## src/rtl/scg_pkg.sv

```systemverilog
// Constants, register map and encodings for the sleep clock gating block.
// Assumes a 32-bit APB register bus and a single system clock.
package scg_pkg;

    // Register byte offsets on the APB bus
    localparam logic [7:0] SCG_OFS_SLEEP_CTRL = 8'h00;
    localparam logic [7:0] SCG_OFS_PCG = 8'h04;
    localparam logic [7:0] SCG_OFS_INPUT_DISABLE_REG_0 = 8'h08;
    localparam logic [7:0] SCG_OFS_INPUT_DISABLE_REG_1 = 8'h0c;
    localparam logic [7:0] SCG_OFS_STATUS = 8'h10;

    // Sleep control fields
    localparam int SCG_SE_BIT = 0;
    localparam int SCG_MODE_LSB = 1;
    localparam int SCG_MODE_MSB = 3;

    // Reset values
    localparam logic [7:0] SCG_PCG_RST = 8'h00;
    localparam logic [7:0] SCG_DIDR_RST = 8'h00;
    localparam logic [2:0] SCG_MODE_RST = 3'h0;

    // Sleep mode select encodings; other codes are reserved
    localparam logic [2:0] SCG_MODE_IDLE = 3'h0;
    localparam logic [2:0] SCG_MODE_NOISE = 3'h1;
    localparam logic [2:0] SCG_MODE_PDOWN = 3'h2;
    localparam logic [2:0] SCG_MODE_STANDBY = 3'h6;

    // Peripheral clock gate bit positions
    localparam int SCG_GATE_CONV = 0;
    localparam int SCG_GATE_SERIAL = 1;
    localparam int SCG_GATE_SPI = 2;
    localparam int SCG_GATE_TIMER0 = 3;
    localparam int SCG_GATE_TIMER1 = 4;
    localparam int SCG_GATE_PSC0 = 5;
    localparam int SCG_GATE_PSC1 = 6;
    localparam int SCG_GATE_PSC2 = 7;

    // Wake source vector positions
    localparam int SCG_WK_LEVEL = 0;
    localparam int SCG_WK_EDGE = 1;
    localparam int SCG_WK_PSC = 2;
    localparam int SCG_WK_MEMRDY = 3;
    localparam int SCG_WK_CONV = 4;
    localparam int SCG_WK_WDT = 5;
    localparam int SCG_WK_OTHER = 6;
    localparam int SCG_WK_W = 7;

    // Wake timing in clock cycles
    localparam int SCG_HALT_CYC = 4;
    localparam int SCG_STANDBY_WAKE_CYC = 6;

    // Brown-out fuse code that means detector off
    localparam logic [2:0] SCG_BOD_OFF_CODE = 3'h7;

    typedef enum logic [1:0] {
        SCG_ST_ACTIVE = 2'b00,
        SCG_ST_SLEEP = 2'b01,
        SCG_ST_WAKE = 2'b10
    } scg_state_t;

    function automatic logic scg_mode_valid(input logic [2:0] m);
        return (m == SCG_MODE_IDLE) || (m == SCG_MODE_NOISE) ||
               (m == SCG_MODE_PDOWN) || (m == SCG_MODE_STANDBY);
    endfunction

endpackage

```

## src/rtl/scg_mode_table.sv

```systemverilog
// Combinational table of running clocks and armed wake sources per mode.
// Assumes mode is one of the four valid encodings whenever sleeping is high.
`timescale 1ns/1ps
module scg_mode_table
    import scg_pkg::*;
(
    // Selection
    input wire logic sleeping,
    input wire logic [2:0] mode,
    // Clock domains
    output logic core_en,
    output logic mem_en,
    output logic io_en,
    output logic conv_en,
    output logic pll_en,
    output logic osc_en,
    // Armed wake sources
    output logic [SCG_WK_W-1:0] wake_mask
);
    always_comb begin
        core_en = 1'b0;
        mem_en = 1'b0;
        io_en = 1'b0;
        conv_en = 1'b0;
        pll_en = 1'b0;
        osc_en = 1'b0;
        wake_mask = '0;
        if (!sleeping) begin
            core_en = 1'b1;
            mem_en = 1'b1;
            io_en = 1'b1;
            conv_en = 1'b1;
            pll_en = 1'b1;
            osc_en = 1'b1;
        end else begin
            case (mode)
                SCG_MODE_IDLE: begin
                    io_en = 1'b1;
                    conv_en = 1'b1;
                    pll_en = 1'b1;
                    osc_en = 1'b1;
                    wake_mask = '1;
                end
                SCG_MODE_NOISE: begin
                    conv_en = 1'b1;
                    pll_en = 1'b1;
                    osc_en = 1'b1;
                    wake_mask[SCG_WK_LEVEL] = 1'b1;
                    wake_mask[SCG_WK_PSC] = 1'b1;
                    wake_mask[SCG_WK_MEMRDY] = 1'b1;
                    wake_mask[SCG_WK_CONV] = 1'b1;
                    wake_mask[SCG_WK_WDT] = 1'b1;
                end
                SCG_MODE_PDOWN: begin
                    wake_mask[SCG_WK_LEVEL] = 1'b1;
                    wake_mask[SCG_WK_PSC] = 1'b1;
                    wake_mask[SCG_WK_WDT] = 1'b1;
                end
                SCG_MODE_STANDBY: begin
                    osc_en = 1'b1;
                    wake_mask[SCG_WK_LEVEL] = 1'b1;
                    wake_mask[SCG_WK_WDT] = 1'b1;
                end
                default: begin
                    wake_mask = '0;
                end
            endcase
        end
    end
endmodule // scg_mode_table

```

## src/rtl/scg_sync.sv

```systemverilog
// Two flip-flop synchroniser for a bundle of slow levels.
// Assumes each bit is an independent level from outside the clock domain.
`timescale 1ns/1ps
module scg_sync #(
    parameter int W = 1
) (
    // Clock and reset
    input wire logic pclk,
    input wire logic presetn,
    // Data
    input wire logic [W-1:0] async_in,
    output logic [W-1:0] sync_out
);
    logic [W-1:0] meta_q;

    always_ff @(posedge pclk or negedge presetn) begin
        if (!presetn) begin
            meta_q <= '0;
            sync_out <= '0;
        end else begin
            meta_q <= async_in;
            sync_out <= meta_q;
        end
    end
endmodule // scg_sync

```

## src/rtl/scg_top.sv

```systemverilog
// Sleep mode sequencing, clock domain gating and per-peripheral clock shutdown.
// Assumes an APB master on pclk, core sleep requests as one-cycle pulses on
// pclk, and external interrupt pins and fuses arriving asynchronously.
//
// Chosen here: the APB slave port and the register offsets.
`timescale 1ns/1ps

// Overview of operation
// (RULE1) Mode 110 with crystal enters standby
// (RULE2) Standby equals power-down, oscillator kept running; here standby also leaves the PSC wake source unarmed
// (RULE3) Standby wake resumes after six cycles
// (RULE4) Each sleep mode stops its own clocks
// (RULE5) Each sleep mode arms its wake sources
// (RULE6) Gate bit stops clock, blocks register access
// (RULE7) Clearing gate bit restarts clock, state kept
// (RULE8) Gate register eight bits, reset zero
// (RULE9) Peripheral gating matters in active, idle only; here the converter gate bit also acts in SCG_MODE_NOISE
// (RULE10) Enabled timers keep running despite gate bit
// (RULE11) Software reinitialises serial and stage modules
// (RULE12) Software disables converter before gating it
// (RULE13) Gated converter clock blocks comparator mux
// (RULE14) Converter stays enabled; restart gives extended conversion
// (RULE15) Deep sleep disables comparator unless using reference
// (RULE16) Fuse-enabled brown-out detector stays on
// (RULE17) Enabled watchdog keeps running in sleep
// (RULE18) Reference on only when a user needs it
// (RULE19) Deep sleep disables inputs except wake pins
// (RULE20) Software disables peripheral before gating clock
// (RULE21) Two registers disable analog pin input buffers
// (RULE22) Mode codes 000,001,010,110; others reserved
// (RULE23) Sleep needs enable bit; wake halts four plus startup
// (RULE24) Reserved mode sleep request does nothing
module scg_top
    import scg_pkg::*;
#(
    parameter int STARTUP_CYCLES = 16,
    parameter int CNT_W = 16
) (
    // Clock and reset
    input wire logic pclk,
    input wire logic presetn,
    // APB slave
    input wire logic psel,
    input wire logic penable,
    input wire logic pwrite,
    input wire logic [7:0] paddr,
    input wire logic [31:0] pwdata,
    input wire logic [3:0] pstrb,
    output logic [31:0] prdata,
    output logic pready,
    output logic pslverr,
    // Core handshake
    input wire logic sleep_instr,
    output logic core_resume,
    output logic core_sleeping,
    // Wake sources
    input wire logic [3:0] external_irq_lines_n,
    input wire logic [3:0] ext_level_en,
    input wire logic ext_edge_evt,
    input wire logic psc_irq,
    input wire logic mem_ready_irq,
    input wire logic conv_irq,
    input wire logic wdt_irq,
    input wire logic other_io_irq,
    // Fuses and peripheral status
    input wire logic xtal_option,
    input wire logic [2:0] brownout_level_fuses,
    input wire logic conv_enable,
    input wire logic conv_start,
    input wire logic acmp_enable,
    input wire logic acmp_uses_vref,
    input wire logic timer0_enabled,
    input wire logic timer1_enabled,
    input wire logic wdt_enable,
    // Clock domain enables
    output logic core_clock_en,
    output logic program_mem_clock_en,
    output logic io_clock_en,
    output logic converter_clock_en,
    output logic fast_pll_clock_en,
    output logic main_osc_en,
    // Peripheral gating
    output logic [7:0] periph_clk_en,
    output logic [7:0] periph_access_en,
    // Analog and pin control
    output logic acmp_mux_allow,
    output logic acmp_force_off,
    output logic conv_keep_en,
    output logic conv_extended_next,
    output logic brownout_en,
    output logic wdt_run_en,
    output logic vref_en,
    output logic input_buf_en,
    output logic [3:0] wake_pin_buf_en,
    output logic [15:0] dig_in_disable
);
    localparam logic [CNT_W-1:0] CNT_STANDBY = CNT_W'(SCG_STANDBY_WAKE_CYC - 1);
    localparam logic [CNT_W-1:0] CNT_HALT = CNT_W'(SCG_HALT_CYC - 1);
    localparam logic [CNT_W-1:0] CNT_PDOWN = CNT_W'(SCG_HALT_CYC + STARTUP_CYCLES - 1);

    // Synchronised pins and fuses
    logic [7:0] sync_in;
    logic [7:0] sync_out;
    logic [3:0] ext_irq_n_s;
    logic [2:0] bod_fuse_s;
    logic xtal_s;

    assign sync_in = {xtal_option, brownout_level_fuses, external_irq_lines_n};
    assign ext_irq_n_s = sync_out[3:0];
    assign bod_fuse_s = sync_out[6:4];
    assign xtal_s = sync_out[7];

    scg_sync #(
        .W(8)
    ) u_sync (
        .pclk(pclk),
        .presetn(presetn),
        .async_in(sync_in),
        .sync_out(sync_out)
    );

    // Registers
    logic sleep_en_q;
    logic [2:0] mode_sel_q;
    logic [7:0] pcg_q;
    logic [7:0] input_disable_reg_0_q;
    logic [7:0] input_disable_reg_1_q;
    scg_state_t state_q;
    scg_state_t state_d;
    logic [2:0] act_mode_q;
    logic [2:0] act_mode_d;
    logic [CNT_W-1:0] cnt_q;
    logic [CNT_W-1:0] cnt_d;
    logic conv_en_prev_q;
    logic conv_ext_q;

    // APB decode
    logic apb_wr;
    logic apb_setup;
    logic lane0_wr;

    assign apb_setup = psel && !penable;
    assign apb_wr = psel && penable && pwrite && pready;
    assign lane0_wr = apb_wr && pstrb[0];

    function automatic logic addr_mapped(input logic [7:0] a);
        return (a == SCG_OFS_SLEEP_CTRL) || (a == SCG_OFS_PCG) || (a == SCG_OFS_INPUT_DISABLE_REG_0) ||
               (a == SCG_OFS_INPUT_DISABLE_REG_1) || (a == SCG_OFS_STATUS);
    endfunction

    always_ff @(posedge pclk or negedge presetn) begin
        if (!presetn) begin
            sleep_en_q <= 1'b0;
            mode_sel_q <= SCG_MODE_RST;
        end else if (lane0_wr && paddr == SCG_OFS_SLEEP_CTRL) begin
            sleep_en_q <= pwdata[SCG_SE_BIT];
            mode_sel_q <= pwdata[SCG_MODE_MSB:SCG_MODE_LSB];
        end
    end

    always_ff @(posedge pclk or negedge presetn) begin
        if (!presetn) begin
            pcg_q <= SCG_PCG_RST; // [RULE8]
        end else if (lane0_wr && paddr == SCG_OFS_PCG) begin
            pcg_q <= pwdata[7:0]; // [RULE8]
        end
    end

    always_ff @(posedge pclk or negedge presetn) begin
        if (!presetn) begin
            input_disable_reg_0_q <= SCG_DIDR_RST;
            input_disable_reg_1_q <= SCG_DIDR_RST;
        end else if (lane0_wr) begin
            if (paddr == SCG_OFS_INPUT_DISABLE_REG_0) begin
                input_disable_reg_0_q <= pwdata[7:0]; // [RULE21]
            end
            if (paddr == SCG_OFS_INPUT_DISABLE_REG_1) begin
                input_disable_reg_1_q <= pwdata[7:0]; // [RULE21]
            end
        end
    end

    // Read data is captured in the setup cycle and held through access
    always_ff @(posedge pclk or negedge presetn) begin
        if (!presetn) begin
            prdata <= '0;
            pslverr <= 1'b0;
            pready <= 1'b0;
        end else begin
            pready <= 1'b1;
            if (apb_setup) begin
                pslverr <= !addr_mapped(paddr);
                prdata <= '0;
                if (!pwrite) begin
                    case (paddr)
                        SCG_OFS_SLEEP_CTRL: prdata[SCG_MODE_MSB:0] <= {mode_sel_q, sleep_en_q};
                        SCG_OFS_PCG: prdata[7:0] <= pcg_q;
                        SCG_OFS_INPUT_DISABLE_REG_0: prdata[7:0] <= input_disable_reg_0_q;
                        SCG_OFS_INPUT_DISABLE_REG_1: prdata[7:0] <= input_disable_reg_1_q;
                        SCG_OFS_STATUS: prdata[7:0] <= {vref_en, brownout_en, conv_ext_q, act_mode_q, state_q};
                        default: prdata <= '0;
                    endcase
                end
            end
        end
    end

    // Mode table driven by next state so enables align with the state
    logic sleeping_d;
    logic tbl_core;
    logic tbl_mem;
    logic tbl_io;
    logic tbl_conv;
    logic tbl_pll;
    logic tbl_osc;
    logic [SCG_WK_W-1:0] tbl_mask;
    logic [SCG_WK_W-1:0] cur_mask;
    logic [SCG_WK_W-1:0] wake_src;
    logic wake_hit;

    assign sleeping_d = state_d != SCG_ST_ACTIVE;

    scg_mode_table u_tbl_next (
        .sleeping(sleeping_d),
        .mode(act_mode_d),
        .core_en(tbl_core),
        .mem_en(tbl_mem),
        .io_en(tbl_io),
        .conv_en(tbl_conv),
        .pll_en(tbl_pll),
        .osc_en(tbl_osc),
        .wake_mask()
    );

    scg_mode_table u_tbl_cur (
        .sleeping(1'b1),
        .mode(act_mode_q),
        .core_en(),
        .mem_en(),
        .io_en(),
        .conv_en(),
        .pll_en(),
        .osc_en(),
        .wake_mask(tbl_mask)
    );

    always_comb begin
        wake_src = '0;
        wake_src[SCG_WK_LEVEL] = |(~ext_irq_n_s & ext_level_en);
        wake_src[SCG_WK_EDGE] = ext_edge_evt;
        wake_src[SCG_WK_PSC] = psc_irq;
        wake_src[SCG_WK_MEMRDY] = mem_ready_irq;
        wake_src[SCG_WK_CONV] = conv_irq;
        wake_src[SCG_WK_WDT] = wdt_irq;
        wake_src[SCG_WK_OTHER] = other_io_irq;
    end

    assign cur_mask = tbl_mask; // [RULE5]
    assign wake_hit = |(wake_src & cur_mask); // [RULE5]

    // Sleep sequencer
    always_comb begin
        state_d = state_q;
        act_mode_d = act_mode_q;
        cnt_d = cnt_q;
        case (state_q)
            SCG_ST_ACTIVE: begin
                // Reserved codes and a cleared enable leave the core running
                if (sleep_instr && sleep_en_q && scg_mode_valid(mode_sel_q)) begin // [RULE23] [RULE24] [RULE22]
                    state_d = SCG_ST_SLEEP;
                    act_mode_d = mode_sel_q;
                    if (mode_sel_q == SCG_MODE_STANDBY && !xtal_s) begin
                        act_mode_d = SCG_MODE_PDOWN; // [RULE1]
                    end
                end
            end
            SCG_ST_SLEEP: begin
                if (wake_hit) begin
                    state_d = SCG_ST_WAKE;
                    case (act_mode_q)
                        SCG_MODE_STANDBY: cnt_d = CNT_STANDBY; // [RULE3]
                        SCG_MODE_PDOWN: cnt_d = CNT_PDOWN; // [RULE23]
                        default: cnt_d = CNT_HALT; // [RULE23]
                    endcase
                end
            end
            SCG_ST_WAKE: begin
                if (cnt_q == '0) begin
                    state_d = SCG_ST_ACTIVE;
                end else begin
                    cnt_d = cnt_q - CNT_W'(1);
                end
            end
            default: begin
                state_d = SCG_ST_ACTIVE;
            end
        endcase
    end

    always_ff @(posedge pclk or negedge presetn) begin
        if (!presetn) begin
            state_q <= SCG_ST_ACTIVE;
            act_mode_q <= SCG_MODE_RST;
            cnt_q <= '0;
        end else begin
            state_q <= state_d;
            act_mode_q <= act_mode_d;
            cnt_q <= cnt_d;
        end
    end

    always_ff @(posedge pclk or negedge presetn) begin
        if (!presetn) begin
            core_resume <= 1'b0;
            core_sleeping <= 1'b0;
        end else begin
            core_resume <= state_q == SCG_ST_WAKE && state_d == SCG_ST_ACTIVE;
            core_sleeping <= sleeping_d;
        end
    end

    // Clock domain enables; standby keeps the oscillator, power-down does not
    always_ff @(posedge pclk or negedge presetn) begin
        if (!presetn) begin
            core_clock_en <= 1'b1;
            program_mem_clock_en <= 1'b1;
            io_clock_en <= 1'b1;
            converter_clock_en <= 1'b1;
            fast_pll_clock_en <= 1'b1;
            main_osc_en <= 1'b1;
        end else begin
            core_clock_en <= tbl_core; // [RULE4]
            program_mem_clock_en <= tbl_mem; // [RULE4]
            io_clock_en <= tbl_io; // [RULE4]
            converter_clock_en <= tbl_conv; // [RULE4]
            fast_pll_clock_en <= tbl_pll; // [RULE4]
            main_osc_en <= tbl_osc || state_d == SCG_ST_WAKE; // [RULE2] [RULE4]
        end
    end

    // Per-peripheral clock enables follow their domain and gate bit
    logic [7:0] periph_run_d;

    genvar gi;
    generate
        for (gi = 0; gi < 8; gi++) begin : g_periph
            logic dom_on;
            logic hold;
            assign dom_on = (gi == SCG_GATE_CONV) ? tbl_conv : tbl_io; // [RULE9]
            assign hold = (gi == SCG_GATE_TIMER0) ? timer0_enabled :
                          (gi == SCG_GATE_TIMER1) ? timer1_enabled : 1'b0; // [RULE10]
            assign periph_run_d[gi] = dom_on && (!pcg_q[gi] || hold); // [RULE6] [RULE7]
        end
    endgenerate

    always_ff @(posedge pclk or negedge presetn) begin
        if (!presetn) begin
            periph_clk_en <= '1;
            periph_access_en <= '1;
        end else begin
            periph_clk_en <= periph_run_d; // [RULE6] [RULE7] [RULE9]
            periph_access_en <= ~pcg_q; // [RULE6]
        end
    end

    // Converter restart tracking; the setting edge wins over a start
    always_ff @(posedge pclk or negedge presetn) begin
        if (!presetn) begin
            conv_en_prev_q <= 1'b0;
            conv_ext_q <= 1'b1;
        end else begin
            conv_en_prev_q <= conv_enable;
            if (conv_en_prev_q && !conv_enable) begin
                conv_ext_q <= 1'b1; // [RULE14]
            end else if (conv_start) begin
                conv_ext_q <= 1'b0;
            end
        end
    end

    // Analog, supervisor and pin buffer controls
    logic deep_d;
    logic io_or_conv_d;

    assign deep_d = sleeping_d && act_mode_d != SCG_MODE_IDLE && act_mode_d != SCG_MODE_NOISE;
    assign io_or_conv_d = tbl_io || tbl_conv;

    always_ff @(posedge pclk or negedge presetn) begin
        if (!presetn) begin
            acmp_mux_allow <= 1'b1;
            acmp_force_off <= 1'b0;
            conv_keep_en <= 1'b0;
            conv_extended_next <= 1'b1;
            brownout_en <= 1'b0;
            wdt_run_en <= 1'b0;
            vref_en <= 1'b0;
        end else begin
            acmp_mux_allow <= tbl_conv && !pcg_q[SCG_GATE_CONV]; // [RULE13]
            acmp_force_off <= deep_d && !acmp_uses_vref; // [RULE15]
            conv_keep_en <= conv_enable; // [RULE14]
            conv_extended_next <= conv_ext_q; // [RULE14]
            brownout_en <= bod_fuse_s != SCG_BOD_OFF_CODE; // [RULE16]
            wdt_run_en <= wdt_enable; // [RULE17]
            vref_en <= (bod_fuse_s != SCG_BOD_OFF_CODE) || (acmp_enable && acmp_uses_vref) ||
                       conv_enable; // [RULE18]
        end
    end

    always_ff @(posedge pclk or negedge presetn) begin
        if (!presetn) begin
            input_buf_en <= 1'b1;
            wake_pin_buf_en <= '1;
            dig_in_disable <= '0;
        end else begin
            input_buf_en <= io_or_conv_d; // [RULE19]
            wake_pin_buf_en <= io_or_conv_d ? 4'hf : ext_level_en; // [RULE19]
            dig_in_disable <= {input_disable_reg_1_q, input_disable_reg_0_q}; // [RULE21]
        end
    end

endmodule // scg_top

```

## config.mk

```make
export PLATFORM = sky130hd
export DESIGN_NAME = scg_top
export DESIGN_NICKNAME = d
export VERILOG_FILES = /design/src/rtl/scg_pkg.sv /design/src/rtl/scg_mode_table.sv /design/src/rtl/scg_sync.sv /design/src/rtl/scg_top.sv
export SDC_FILE = /design/constraint.sdc
export NUM_CORES = 1
export LEC_CHECK = 0
export BUFFER_PORTS_ARGS = -buffer_cell sky130_fd_sc_hd__buf_2
export CORE_ASPECT_RATIO = 1.1
export CORE_UTILIZATION = 40
export CTS_BUF_LIST = sky130_fd_sc_hd__clkbuf_4
export CTS_CLUSTER_SIZE = 10
export DETAILED_ROUTE_END_ITERATION = 16
export MAX_ROUTING_LAYER = met4
export SLEW_MARGIN = 25
export SYNTH_ARGS = -nofsm -noshare
export SYNTH_HDL_FRONTEND = slang
export SYNTH_SLANG_ARGS = --single-unit
```

## constraint.sdc

```tcl
create_clock -name pclk -period 5.9 [get_ports pclk]
set_input_delay 0.295 -clock pclk [delete_from_list [all_inputs] [get_ports pclk]]
set_output_delay 0.295 -clock pclk [all_outputs]
set_load 0.02 [all_outputs]
```

# After elaboration in Yosys (flattened, before gate mapping)
# Cells that the tools add are included.
# Widths: inputs -> output; s select.
totals:
  ff_bits: 150
  wordCells: 155
  inputBits: 75
classes:
  n_mux: 28
  reduce_logical: 71
  bitwise: 4
  eq_ne: 19
  add_sub_neg: 1
ops:
  columns: ["op", "n"]
  rows:
  - ["$mux 16", 2]
  - ["$pmux 16 s2", 1]
  - ["$logic_and 1x1->1", 24]
  - ["$pmux 4 s5", 1]
  - ["$eq 8x4->1 const B", 2]
  - ["$logic_not 16->1", 1]
  - ["$pmux 4 s4", 1]
  - ["$sub 16x1->16 const B", 1]
  - ["$logic_not 1->1", 13]
  - ["$logic_or 1x1->1", 13]
  - ["$mux 1", 12]
  - ["$pmux 5 s2", 1]
  - ["$eq 3x1->1 const B", 3]
  - ["$eq 3x3->1 const B", 3]
  - ["$logic_not 3->1", 3]
  - ["$mux 3", 3]
  - ["$eq 8x3->1 const B", 1]
  - ["$eq 8x5->1 const B", 1]
  - ["$logic_not 8->1", 1]
  - ["$mux 2", 4]
  - ["$mux 8", 1]
  - ["$not 8->8", 1]
  - ["$reduce_or 4->1", 2]
  - ["$and 7x7->7", 1]
  - ["18 further kinds", 27]

# Logic depth before layout (Yosys ltp)
# Gate-level depths: netlist of run 1.
logic_depth:
  depth_word: 13
  mapped_depth: 10
  ltp_nobuf: 8

# Modules after synthesis
# Synthesis of run 1 repeated with hierarchy kept, for this count alone.
unflattened:
  hier_cells: 454
  hier_area_um2: 5422.7
by_module_without_submodules:
  columns: ["module", "instances", "seq_area_each_um2", "area_per_inst_um2", "cells_per_inst"]
  rows:
  - ["scg_top", 1, 2813.9, 4824.6, 406]
  - ["scg_sync", 1, 400.4, 400.4, 16]
  - ["scg_mode_table", 2, 0.0, 98.8, 16]

# Least setup slack after synthesis of run 1
# No wires, ideal clock.
synth_path:
  path_type: "reg-to-reg"
  from: "register cnt_q[0]"
  to: "register cnt_q[2]"
  t_arrival_ns: 1.961
  t_required_ns: 5.776
  n_path_buf: 1
  stages_incl_launch_ff: 10
  setup_ns: 0.124
  synth_period_minus_slack_ns: 2.085
  slack_ns: 3.815
  cell_sequence: "dfrtp_1 inv_1 ha_1 nor3b_1 and4_1 nand2_1 o211ai_1 buf_2 o22ai_1 a211o_2"
synth_via:
  elab_chain_len: 3
  elab_cells_between_ends: 6
  cone_classes: "add/sub (1); eq/ne (1); mux (2); reduce/logical (2)"
synth_rtl:
  columns: ["item", "line", "rtl"]
  rows:
  - ["start, declared", "scg_top.sv:132", "logic [CNT_W-1:0] cnt_q;"]
  - ["start signal, assigned", "scg_top.sv:308", "cnt_q <= cnt_d;"]
  - ["$sub 16x1->16 / $logic_not 16->1 (equally long branches)", "scg_top.sv:291, scg_top.sv:288", null]
  - ["$mux 16 / $ne 2x2->1 (equally long branches)", null, null]
  - ["$pmux 16 s2 / $reduce_and 3->1 (equally long branches)", null, null]
# Several ways; a longest one is shown, not always the timed one. The select of a mux whose other input is x is not followed.
# A chain may end at the register's enable or synchronous reset.

# Worst setup path after layout of run 1
layout_path:
  from: "register state_q[1]"
  to: "register periph_clk_en[4]"
layout_via:
  elab_chain_len: 6
  elab_cells_between_ends: 13
  cone_classes: "eq/ne (2); mux (7); reduce/logical (4)"
layout_rtl:
  columns: ["item", "line", "rtl"]
  rows:
  - ["start, declared", "scg_top.sv:128", "scg_state_t state_q;"]
  - ["start signal, assigned", "scg_top.sv:306", "state_q <= state_d;"]
  - ["$logic_not 2->1", "scg_top.sv:266", "case (state_q)"]
  - ["$mux 3", "scg_top.sv:266", null]
  - ["$logic_not 3->1", null, null]
  - ["$mux 1", "scg_mode_table.sv:36", "case (mode)"]
  - ["$mux 1 *", "scg_mode_table.sv:28", "if (!sleeping) begin"]
  - ["$logic_and 1x1->1 *", "scg_top.sv:352", "assign periph_run_d[gi] = dom_on && (!pcg_q[gi] || hold);"]
  - ["named net periph_run_d[4]", "scg_top.sv:342", "logic [7:0] periph_run_d;"]
  - ["end signal, assigned", "scg_top.sv:361", "periph_clk_en <= periph_run_d;"]
  - ["end, declared", "scg_top.sv:83", "output logic [7:0] periph_clk_en,"]
# The timed path passes the listed nets; every way through them passes the cells marked *.

==> qor.csv, run 1 <==
metric,value,unit
gpl congestion,0.800,
htree depth,4,
top sig layer,met4,
initial antenna violation count,0,
maximum number of pins on one net before global-route repair,68,
# placed instances,673,
cell area after synthesis,5180,um2
hold depth,2,
Die Ht,121,um
Avg Synthesized Cell Area,12.3,um2
crit path time final,2.52,ns
detailed placement HPWL,7870,um
Vias,3676,
vias in the first global route,3589,
CTS Root Cell,clkbuf_4,
CP Capture Type,flip-flop,
worst reg2reg path depth,7,
clock-pin slew on the worst setup and hold paths,0.11,ns
maximum root-to-sink buffer count,2,
status,"finished, final reports clean",
grt ovf,0,
Worst R2R Start,state_q[1],
DR DRC count,0,
"Seq/Total Area, Yosys",0.610,
setup_tns,0,ns
Netlist cell types,59,
worst-skew pair later-pin latency,0.53,ns
CP max FO,12,
CP Class,reg -> reg,
reg2reg setup slack,3.38,ns
Synth area leader,dfrtp_1,
WL met2,5390,um
Cell Pwr Density,310,nW/um2
hold path start,pwdata[2],
Max Clock Freq,397,MHz
met3 wire len,521,um
CP Launch Type,flip-flop,
Hold Path End,input_disable_reg_1_q[2],
CP arrival,2.96,ns
share of cells above drive strength 1,0.383,
dpl ws,3.20,ns
Yosys warnings,0,
Pleak,0.00303,uW
relative slew slack,0.458,
Avg Vias per Cell,5.04,
Std-Cell Rows,43,
first-pass GRT wire length,18200,um
synth top area cells,"dfrtp_1, dfstp_2, mux2_2",
Layout Skew,0.0125,ns
top_reg_cell synth,dfrtp_1,
Final WS setup,3.38,ns
Async SR Flop Fraction,1.00,
reg2reg end,periph_clk_en[4],
area of the core,12600,um2
max-slew violations,0,
number of routed nets with antenna violations,0,
Critical Path RT,6.34,ns
GRT Total Usage,0.182,
maximum vdd drop,0.145,mV
RSZ-0062 raised after global routing,false,
WL final,11100,um
Worst Hold Class,in -> reg,
fin cells,730,
clock sinks,125,
final hold viol count,0,
Post-synth EDFFs,0,
Max-cap violations,0,
routed length on met1,5030,um
Pre-Repair DR Iteration Count,4,
most frequent cells in the layout,"buf_2, dfrtp_1, mux2_2",
TritonCTS clock tree,yes,
die area,13400,um2
"commonest non-fill, non-tap cell in the layout",buf_2,
CTS Buf Count,17,
nets@finish,639,
share of the synthesized area in the top cell type,0.473,
wire per inst,15.2,um
number of DRC markers in iteration 0,180,
Mapped Cells,420,
#FFs+latches synth,125,
Die Width,111,um
Port Buffer Count,109,
quantity of gates resized following cts,0,
final setup violation count,0,
Syn-to-layout area delta,22.4,%
IO Count,161,
Tcrit/Tclk final,0.427,
worst-margin pin slew,0.812,ns
Initial Utilization,0.410,
==> what timing repair did <==
action                                 4_1_cts  5_1_grt
hold buffers                                24        0
setup buffers                                0        0
endpoints found under the hold margin       64        0
==> cells by family after synthesis <==
| logic type | count (synthesis) | share of synthesized area |
|---|---|---|
| DFF | 125 | 0.610 |
| and+or+nand+nor | 100 | 0.109 |
| AOI/OAI and AO/OA | 89 | 0.120 |
| buffers and inverters | 61 | 0.0657 |
| muxes | 36 | 0.0778 |
| adders and majority gates | 5 | 0.0121 |
| other | 2 | 0.00145 |
| xor gates and xnor gates | 2 | 0.00338 |
==> Yosys cell counts (2+ instances only) <==
master    number
a222oi_1       4
a21oi_1       29
nand2b_1       6
and2_1         2
nand2_1       26
nor3b_1        2
dfstp_2       27
dfrtp_1       98
o21ai_1        2
o21a_1         2
a211o_1        2
buf_2          5
nand3_1        6
or3_1         14
o21ai_0       12
nor2b_1        4
nor2_1        12
nor4_1         5
o211ai_1       2
and3_1         2
conb_1         2
a211oi_1       3
o22ai_1        2
or2_2          4
nor3_1         4
o31ai_1        5
a22o_1         7
clkbuf_1       6
xnor2_1        2
inv_1         21
or4_1          4
ha_1           5
buf_4         28
mux2_2        34
mux2i_1        2
nand3b_1       2
a221oi_1       5
==> stage by stage <==
stage / util / hold slack, ns / instance area [um2] / total power, uW
floorplan: - / -0.000591 / 5270 / 1220
global placement: 0.457 / 0.333 / 5780 / 1300
detailed placement: 0.457 / 0.335 / 5780 / 1310
CTS: 0.501 / 0.00650 / 6340 / 1980
global route: 0.501 / 0.0277 / 6340 / 2070
finish: 0.502 / 0.0542 / 6340 / 1960
==> worst max path at each step <==
| stage | start | end | slack [ns] | cells past startpoint |
|---|---|---|---|---|
| after detailed placement | paddr[1] | pcg_q[5] | 3.20 | 6 |
| final | state_q[1] | periph_clk_en[4] | 3.38 | 7 |
| after global routing | state_q[1] | periph_clk_en[5] | 3.04 | 7 |
| after CTS | state_q[1] | periph_clk_en[4] | 3.35 | 7 |
| after global placement | paddr[1] | pcg_q[7] | 3.22 | 6 |
| after floorplan | cnt_q[0] | cnt_q[2] | 3.81 | 9 |
==> report_power, final <==
part           internal, uW  total, uW  switching [uW]
sequential              913        969            56.0
clock                   335        654             319
combinational           127        340             214
==> sequential cells by signal, indices dropped and copies added, names as in the netlist, 2 cells and up <==
register and count:
cnt_q 16, u_sync.meta_q 8, pcg_q 8, input_disable_reg_0_q 8, wake_pin_buf_en 4, state_q 2, prdata 8, input_disable_reg_1_q 8
act_mode_q 3, u_sync.sync_out 8, mode_sel_q 3, dig_in_disable 16, periph_clk_en 8, periph_access_en 8
==> routing by layer <==
metal / track usage / vias to the layer above
li1: - / 1739
met1: 0.227 / 1821
met2: 0.283 / 102
met3: 0.0435 / 14
met4: 0.0808 / 0
met5: - / -
==> area by class of cell <==
class | instances | area (um2)
Antenna cell | 1 | 2.50
Clock buffer | 17 | 128
Timing Repair Buffer | 136 | 811
Tap cell | 157 | 196
Fill cell | 1154 | 6300
Multi-Input combinational cell | 257 | 1760
Inverter | 22 | 82.6
Sequential cell | 125 | 3160
Clock inverter | 15 | 196
==> critical path, stage by stage (launching register included) <==
cell and delay [ns]:
dfrtp_1 0.54, ha_1 0.47, inv_1 0.13, a41oi_1 0.38
nor2_1 0.08, o21ai_1 0.18, a221o_1 0.50, a2bb2oi_1 0.14
Note: power is estimated with default switching activity, not from simulation.
==> inputs of run 2 (changes only) <==
--- a/config.mk
+++ b/config.mk
@@ -5,6 +5,7 @@
 export SDC_FILE = /design/constraint.sdc
 export NUM_CORES = 1
 export LEC_CHECK = 0
+export ABC_AREA = 1
 export BUFFER_PORTS_ARGS = -buffer_cell sky130_fd_sc_hd__buf_2
 export CORE_ASPECT_RATIO = 1.1
 export CORE_UTILIZATION = 40
@@ -12,6 +13,7 @@
 export CTS_CLUSTER_SIZE = 10
 export DETAILED_ROUTE_END_ITERATION = 16
 export MAX_ROUTING_LAYER = met4
+export PLACE_DENSITY = 0.67
 export SLEW_MARGIN = 25
 export SYNTH_ARGS = -nofsm -noshare
 export SYNTH_HDL_FRONTEND = slang
==> constraint.sdc (replaced) <==
create_clock -name pclk -period 2 [get_ports pclk]
set_input_delay 0.1 -clock pclk [delete_from_list [all_inputs] [get_ports pclk]]
set_output_delay 0.1 -clock pclk [all_outputs]
set_load 0.02 [all_outputs]
==> run 2 against run 1 <==
Net effect:
- maximum frequency is 37% higher
- routed wire length is 7.3% higher
- critical endpoint is now acmp_force_off
- combinational power grew to 2.8 times the previous value
- final area is 3.4% higher
- flip-flop and latch count stayed put
- the run now ends with design-rule violations left
- global-route usage is 0.77 points higher
- clock power grew to 2.7 times the previous value
- worst hold slack better by 0.011 ns
- synthesized area is 2.3% higher
- largest power group unchanged
- final cell count is 19% higher
- total power grew to 2.8 times the previous value
- synthesized cell count is 31% higher
==> qor.csv, run 2 <==
metric,value,unit
status,"complete, but fails checks",
failing checks,design-rule violations,
Netlist cell types,37,
max-slew violations,0,
Cell Pwr Density,831,nW/um2
share of cells above drive strength 1,0.274,
Avg Vias per Cell,4.70,
diode count,0,
final hold viol count,0,
CP max stage delay,0.42,ns
post-CTS setup buffers,0,
worst-margin pin slew,0.557,ns
GRT Total Usage,0.190,
gpl congestion,0.880,
area of the core,12800,um2
nets@finish,779,
maximum root-to-sink buffer count,2,
worst-skew pair later-pin latency,0.51,ns
RSZ-0062 raised after global routing,false,
grt ovf,0,
Layout Skew,0.0137,ns
clock sinks,125,
IO Count,161,
CP Class,reg -> reg,
first-pass GRT wire length,19300,um
slowest CP cell,dfrtp_1,
Port Buffer Count,109,
Pleak,0.00324,uW
CTS Root Cell,clkbuf_4,
most frequent cells in the layout,"nand2_1, buf_2, dfrtp_1",
most numerous cell on the critical path,inv_1,
Syn-to-layout area delta,23.8,%
# placed instances,807,
commonest cells in the synthesized netlist,"nand2_1, dfrtp_1, inv_1",
maximum vdd drop,0.402,mV
Max Clock Freq,543,MHz
number of routed nets with antenna violations,0,
CP Capture Type,flip-flop,
CP arrival,2.29,ns
top_reg_cell synth,dfrtp_1,
synth top area cells,"dfrtp_1, dfstp_2, nand2_1",
Die Width,112,um
Mapped Cells,549,
CP max FO,18,
fin cells,869,
"Buf+Inv Stages, Crit Path",3,
filler instances,1200,
Std-Cell Rows,43,
clock-pin slew on the worst setup and hold paths,0.12,ns
Critical Path RT,2.44,ns
Worst Hold Class,in -> reg,
WL final,11900,um
cell family with the largest share of critical-path delay,simple AND/OR/NAND/NOR gates,
die area,13700,um2
Pre-Repair DR Iteration Count,11,
Avg Synthesized Cell Area,9.65,um2
TritonCTS clock tree,yes,
Die Ht,123,um
maximum number of pins on one net before global-route repair,47,
htree depth,4,
Initial Utilization,0.416,
"commonest non-fill, non-tap cell in the layout",nand2_1,
"Seq/Total Area, Yosys",0.597,
cell area after synthesis,5300,um2
detailed placement HPWL,8570,um
number of DRC markers in iteration 0,246,
crit path time final,1.84,ns
CP Launch Type,flip-flop,
"Cell Chain, Critical Path",inv_1 > ha_1 > inv_1 > nor2_4 > inv_1 > a21oi_1 > nand2_2 > nand2_8 > nand2_1 > nor2_1,
initial antenna violation count,0,
relative slew slack,0.628,
Async SR Flop Fraction,1.00,
most common cell in the netlist,nand2_1,
DR DRC count,5,
Post-synth EDFFs,0,
Yosys warnings,0,
CTS Buf Count,17,
Max-cap violations,0,
Regs by FF count,"cnt_q x16, dig_in_disable x16",
vias in the first global route,3956,
Overall Power,5450,uW
Tcrit/Tclk final,0.921,
wire per inst,13.7,um
Synth area leader,dfrtp_1,
Vias,4084,
final setup violation count,0,
share of the synthesized area in the top cell type,0.463,
setup_tns,0,ns
#FFs+latches synth,125,
==> run 2: changes by cell type after synthesis, sizes merged, moves of 7 or more <==
cell   previous run  this run
a21oi            29        12
nand2            26       134
nand3             6        39
nor2             12        44
nor4              7         0
mux2             34         0
or3              15         0
inv              22        55
xor2              0         8
o21ai            14        58
==> run 2: final timing paths <==
check | start | endpoint | slack (ns) | cells after the start
min in group asynchronous | presetn | cnt_q[3] | 0.08 | 2
hold reg to reg | u_sync.meta_q[0] | u_sync.sync_out[0] | 0.36 | 0
hold / removal | psel | prdata[3] | 0.06 | 3
max in group asynchronous | presetn | main_osc_en | 1.25 | 3
setup / recovery | state_q[0] | acmp_force_off | 0.16 | 10
setup reg to reg | state_q[0] | acmp_force_off | 0.16 | 10
==> run 2: where the power goes <==
part / total, uW / switching, uW / internal, uW / leakage [uW]
clock: 1750 / 995 / 758 / 0.000148
sequential: 2740 / 60.4 / 2680 / 0.00158
combinational: 961 / 618 / 343 / 0.00152
==> run 2: tightest hold or removal path, cell delays in order <==
cell,delay (ns)
buf_2,0.11
nand3_1,0.20
o21ai_0,0.12
==> run 2: repair_timing <==
| item | CTS | global route |
|---|---|---|
| resized for setup | 1 | 5 |
| hold endpoints to repair | 155 | 0 |
| endpoints found under the setup margin | 3 | 11 |
| hold buffers | 30 | 0 |
==> run 2: per-layer routing <==
| metal | global-route usage | wire length [um] |
|---|---|---|
| met1 | 0.230 | 5180 |
| met4 | 0.0785 | 199 |
| met3 | 0.0385 | 510 |
| met2 | 0.311 | 6040 |
| met5 | - | 0 |
==> run 2: logic make-up after synthesis <==
kind of cell,share of synthesized area
other,0.00142
and+or+nand+nor,0.197
xor gates and xnor gates,0.0198
DFF,0.597
adders and majority gates,0.0118
AOI/OAI and AO/OA,0.0852
buffers and inverters,0.0881
==> run 2: final cells by class <==
class | instances | area, um2 | area share
tap | 157 | 196 | 0.0300
timing repair buffer | 145 | 918 | 0.140
clock buffer | 17 | 128 | 0.0195
inverter | 55 | 206 | 0.0315
multi-input combinational | 355 | 1780 | 0.272
clock inverter | 15 | 164 | 0.0250
sequential | 125 | 3160 | 0.482
==> run 2: stage by stage <==
stage                     instance area, um2  setup slack, ns  utilization  hold WS [ns]
after floorplan                         5390            0.410            -        -0.196
after global routing                    6560          0.00579        0.514        0.0561
after detailed placement                5940          -0.0371        0.466         0.101
final                                   6560            0.158        0.514        0.0649
after CTS                               6530           0.0954        0.512        0.0302
after global placement                  5940           0.0625        0.466        0.0878
==> inputs of run 3 (changes only) <==
--- a/config.mk
+++ b/config.mk
@@ -6,14 +6,16 @@
 export NUM_CORES = 1
 export LEC_CHECK = 0
 export ABC_AREA = 1
-export BUFFER_PORTS_ARGS = -buffer_cell sky130_fd_sc_hd__buf_2
+export BUFFER_PORTS_ARGS = -buffer_cell sky130_fd_sc_hd__clkbuf_2
+export CELL_PAD_IN_SITES_DETAIL_PLACEMENT = 1
+export CELL_PAD_IN_SITES_GLOBAL_PLACEMENT = 1
 export CORE_ASPECT_RATIO = 1.1
-export CORE_UTILIZATION = 40
+export CORE_UTILIZATION = 36
 export CTS_BUF_LIST = sky130_fd_sc_hd__clkbuf_4
 export CTS_CLUSTER_SIZE = 10
 export DETAILED_ROUTE_END_ITERATION = 16
 export MAX_ROUTING_LAYER = met4
-export PLACE_DENSITY = 0.67
+export PLACE_DENSITY_LB_ADDON = 0.1
 export SLEW_MARGIN = 25
 export SYNTH_ARGS = -nofsm -noshare
 export SYNTH_HDL_FRONTEND = slang
==> run 3 against run 2 <==
Net effect:
- the run now ends clean
- global-route usage up 0.74 points
- maximum frequency down 0.64%
- first-iteration DRC count down 34%
- final cell count increased by 4.6%
- sequential share of layout area decreased by 0.83 points
- critical endpoint is now periph_clk_en[1]
- largest power group unchanged
==> qor.csv, run 3 (synthesis gave the netlist of run 2 again) <==
metric,value,unit
CP arrival,2.31,ns
Std-Cell Rows,46,
clock sinks,125,
die area,15200,um2
hold depth,4,
relative slew slack,0.553,
Die Width,118,um
max-slew violations,0,
Avg Vias per Cell,4.58,
most frequent cells in the layout,"nand2_1, clkbuf_2, dfrtp_1",
GRT Total Usage,0.197,
Initial Utilization,0.368,
Layout Skew,0.0157,ns
nets@finish,783,
share of cells above drive strength 1,0.279,
initial antenna violation count,1,
Max Clock Freq,539,MHz
reg2reg setup slack,0.15,ns
Critical Path RT,2.46,ns
DR DRC count,0,
CP Capture Type,flip-flop,
Syn-to-layout area delta,26.0,%
Worst R2R Start,state_q[1],
Regs by FF count,"cnt_q x16, dig_in_disable x16",
Vias,4165,
Max-cap violations,0,
setup_tns,0,ns
CTS Root Cell,clkbuf_4,
top sig layer,met4,
Die Ht,129,um
Worst Hold Class,in -> reg,
CP Class,reg -> reg,
post-CTS setup buffers,0,
CP max FO,8,
status,"finished, final reports clean",
WL final,13600,um
crit path time final,1.85,ns
first-pass GRT wire length,22200,um
routed length on met1,5790,um
area of the core,14400,um2
worst reg2reg path depth,10,
htree depth,4,
reg2reg end,periph_clk_en[1],
IO Count,161,
DP Area,6000,um2
maximum root-to-sink buffer count,2,
Overall Power,5830,uW
met3 wire len,469,um
WL met2,7120,um
maximum number of pins on one net before global-route repair,126,
final setup violation count,0,
grt ovf,0,
Tcrit/Tclk final,0.927,
detailed placement HPWL,9810,um
RSZ-0062 raised after global routing,false,
Port Buffer Count,109,
Hold Path End,prdata[0],
vias in the first global route,4387,
gpl congestion,0.832,
"commonest non-fill, non-tap cell in the layout",nand2_1,
worst-skew pair later-pin latency,0.54,ns
wire per inst,15.0,um
CTS Buf Count,17,
hold path start,pwrite,
Pre-Repair DR Iteration Count,4,
post-route cell area,6670,um2
Cell Pwr Density,873,nW/um2
Pleak,0.00332,uW
clock-pin slew on the worst setup and hold paths,0.12,ns
final hold viol count,0,
worst-margin pin slew,0.671,ns
number of DRC markers in iteration 0,162,
TritonCTS clock tree,yes,
CP Launch Type,flip-flop,
maximum vdd drop,0.355,mV
number of routed nets with antenna violations,0,
[run 3: cell types whose count changed in the layout (fill, tap and decap cells not counted), sizes merged]
cell and change:
clkinv -1, clkinvlp -1, bufinv +3, inv -1, buf -104, diode +1, clkbuf +108
[run 3: worst max-delay path by stage]
stage	start	end	slack, ns
2_1_floorplan	state_q[0]	cnt_q[8]	0.41
3_3_place_gp	u_sync.sync_out[1]	cnt_q[2]	0.18
3_5_place_dp	state_q[0]	periph_clk_en[1]	0.12
4_1_cts	state_q[0]	periph_clk_en[1]	0.07
5_1_grt	state_q[1]	periph_clk_en[7]	0.0004
6_report	state_q[1]	periph_clk_en[1]	0.15
[run 3: layout make-up]
cell class	instances	area, um2
Inverter	55	206
Multi-Input combinational cell	355	1780
Fill cell	1692	7710
Clock buffer	17	128
Sequential cell	125	3160
Antenna cell	1	2.50
Clock inverter	15	219
Timing Repair Buffer	149	936
Tap cell	192	240
[run 3: routing by layer]
layer	vias up	global-route usage
met5	-	-
met4	0	0.0860
li1	2014	-
met1	2045	0.229
met2	86	0.337
met3	20	0.0339
[run 3: power by group]
part           leakage [uW]  switching [uW]  internal (uW)  total [uW]
Clock              0.000180             987           1120        2100
Combinational       0.00156             634            348         983
Sequential          0.00158            63.1           2680        2740
[run 3: worst max-delay path, cell delays in order (launching register included)]
cell and delay (ns):
dfrtp_1 0.42, inv_1 0.15, ha_2 0.22, inv_1 0.07, nor2_4 0.17, inv_1 0.08, nand2_1 0.06, nand2_1 0.09
inv_1 0.14, nand3_4 0.17, a21oi_2 0.21
[run 3: stage by stage]
| step | setup slack, ns | hold slack (ns) | util | cells |
|---|---|---|---|---|
| floorplan | 0.410 | -0.196 | - | 572 |
| global placement | 0.177 | 0.209 | 0.417 | 846 |
| detailed placement | 0.122 | 0.210 | 0.417 | 846 |
| CTS | 0.0686 | 0.00739 | 0.462 | 908 |
| global route | 0.000374 | 0.0445 | 0.464 | 909 |
| finish | 0.146 | 0.0567 | 0.464 | 909 |
[run 3: what timing repair did]
action,in CTS,in global routing
endpoints found under the setup margin,0,12
endpoints found under the hold margin,149,0
hold buffers,30,0
gates resized for setup,0,7
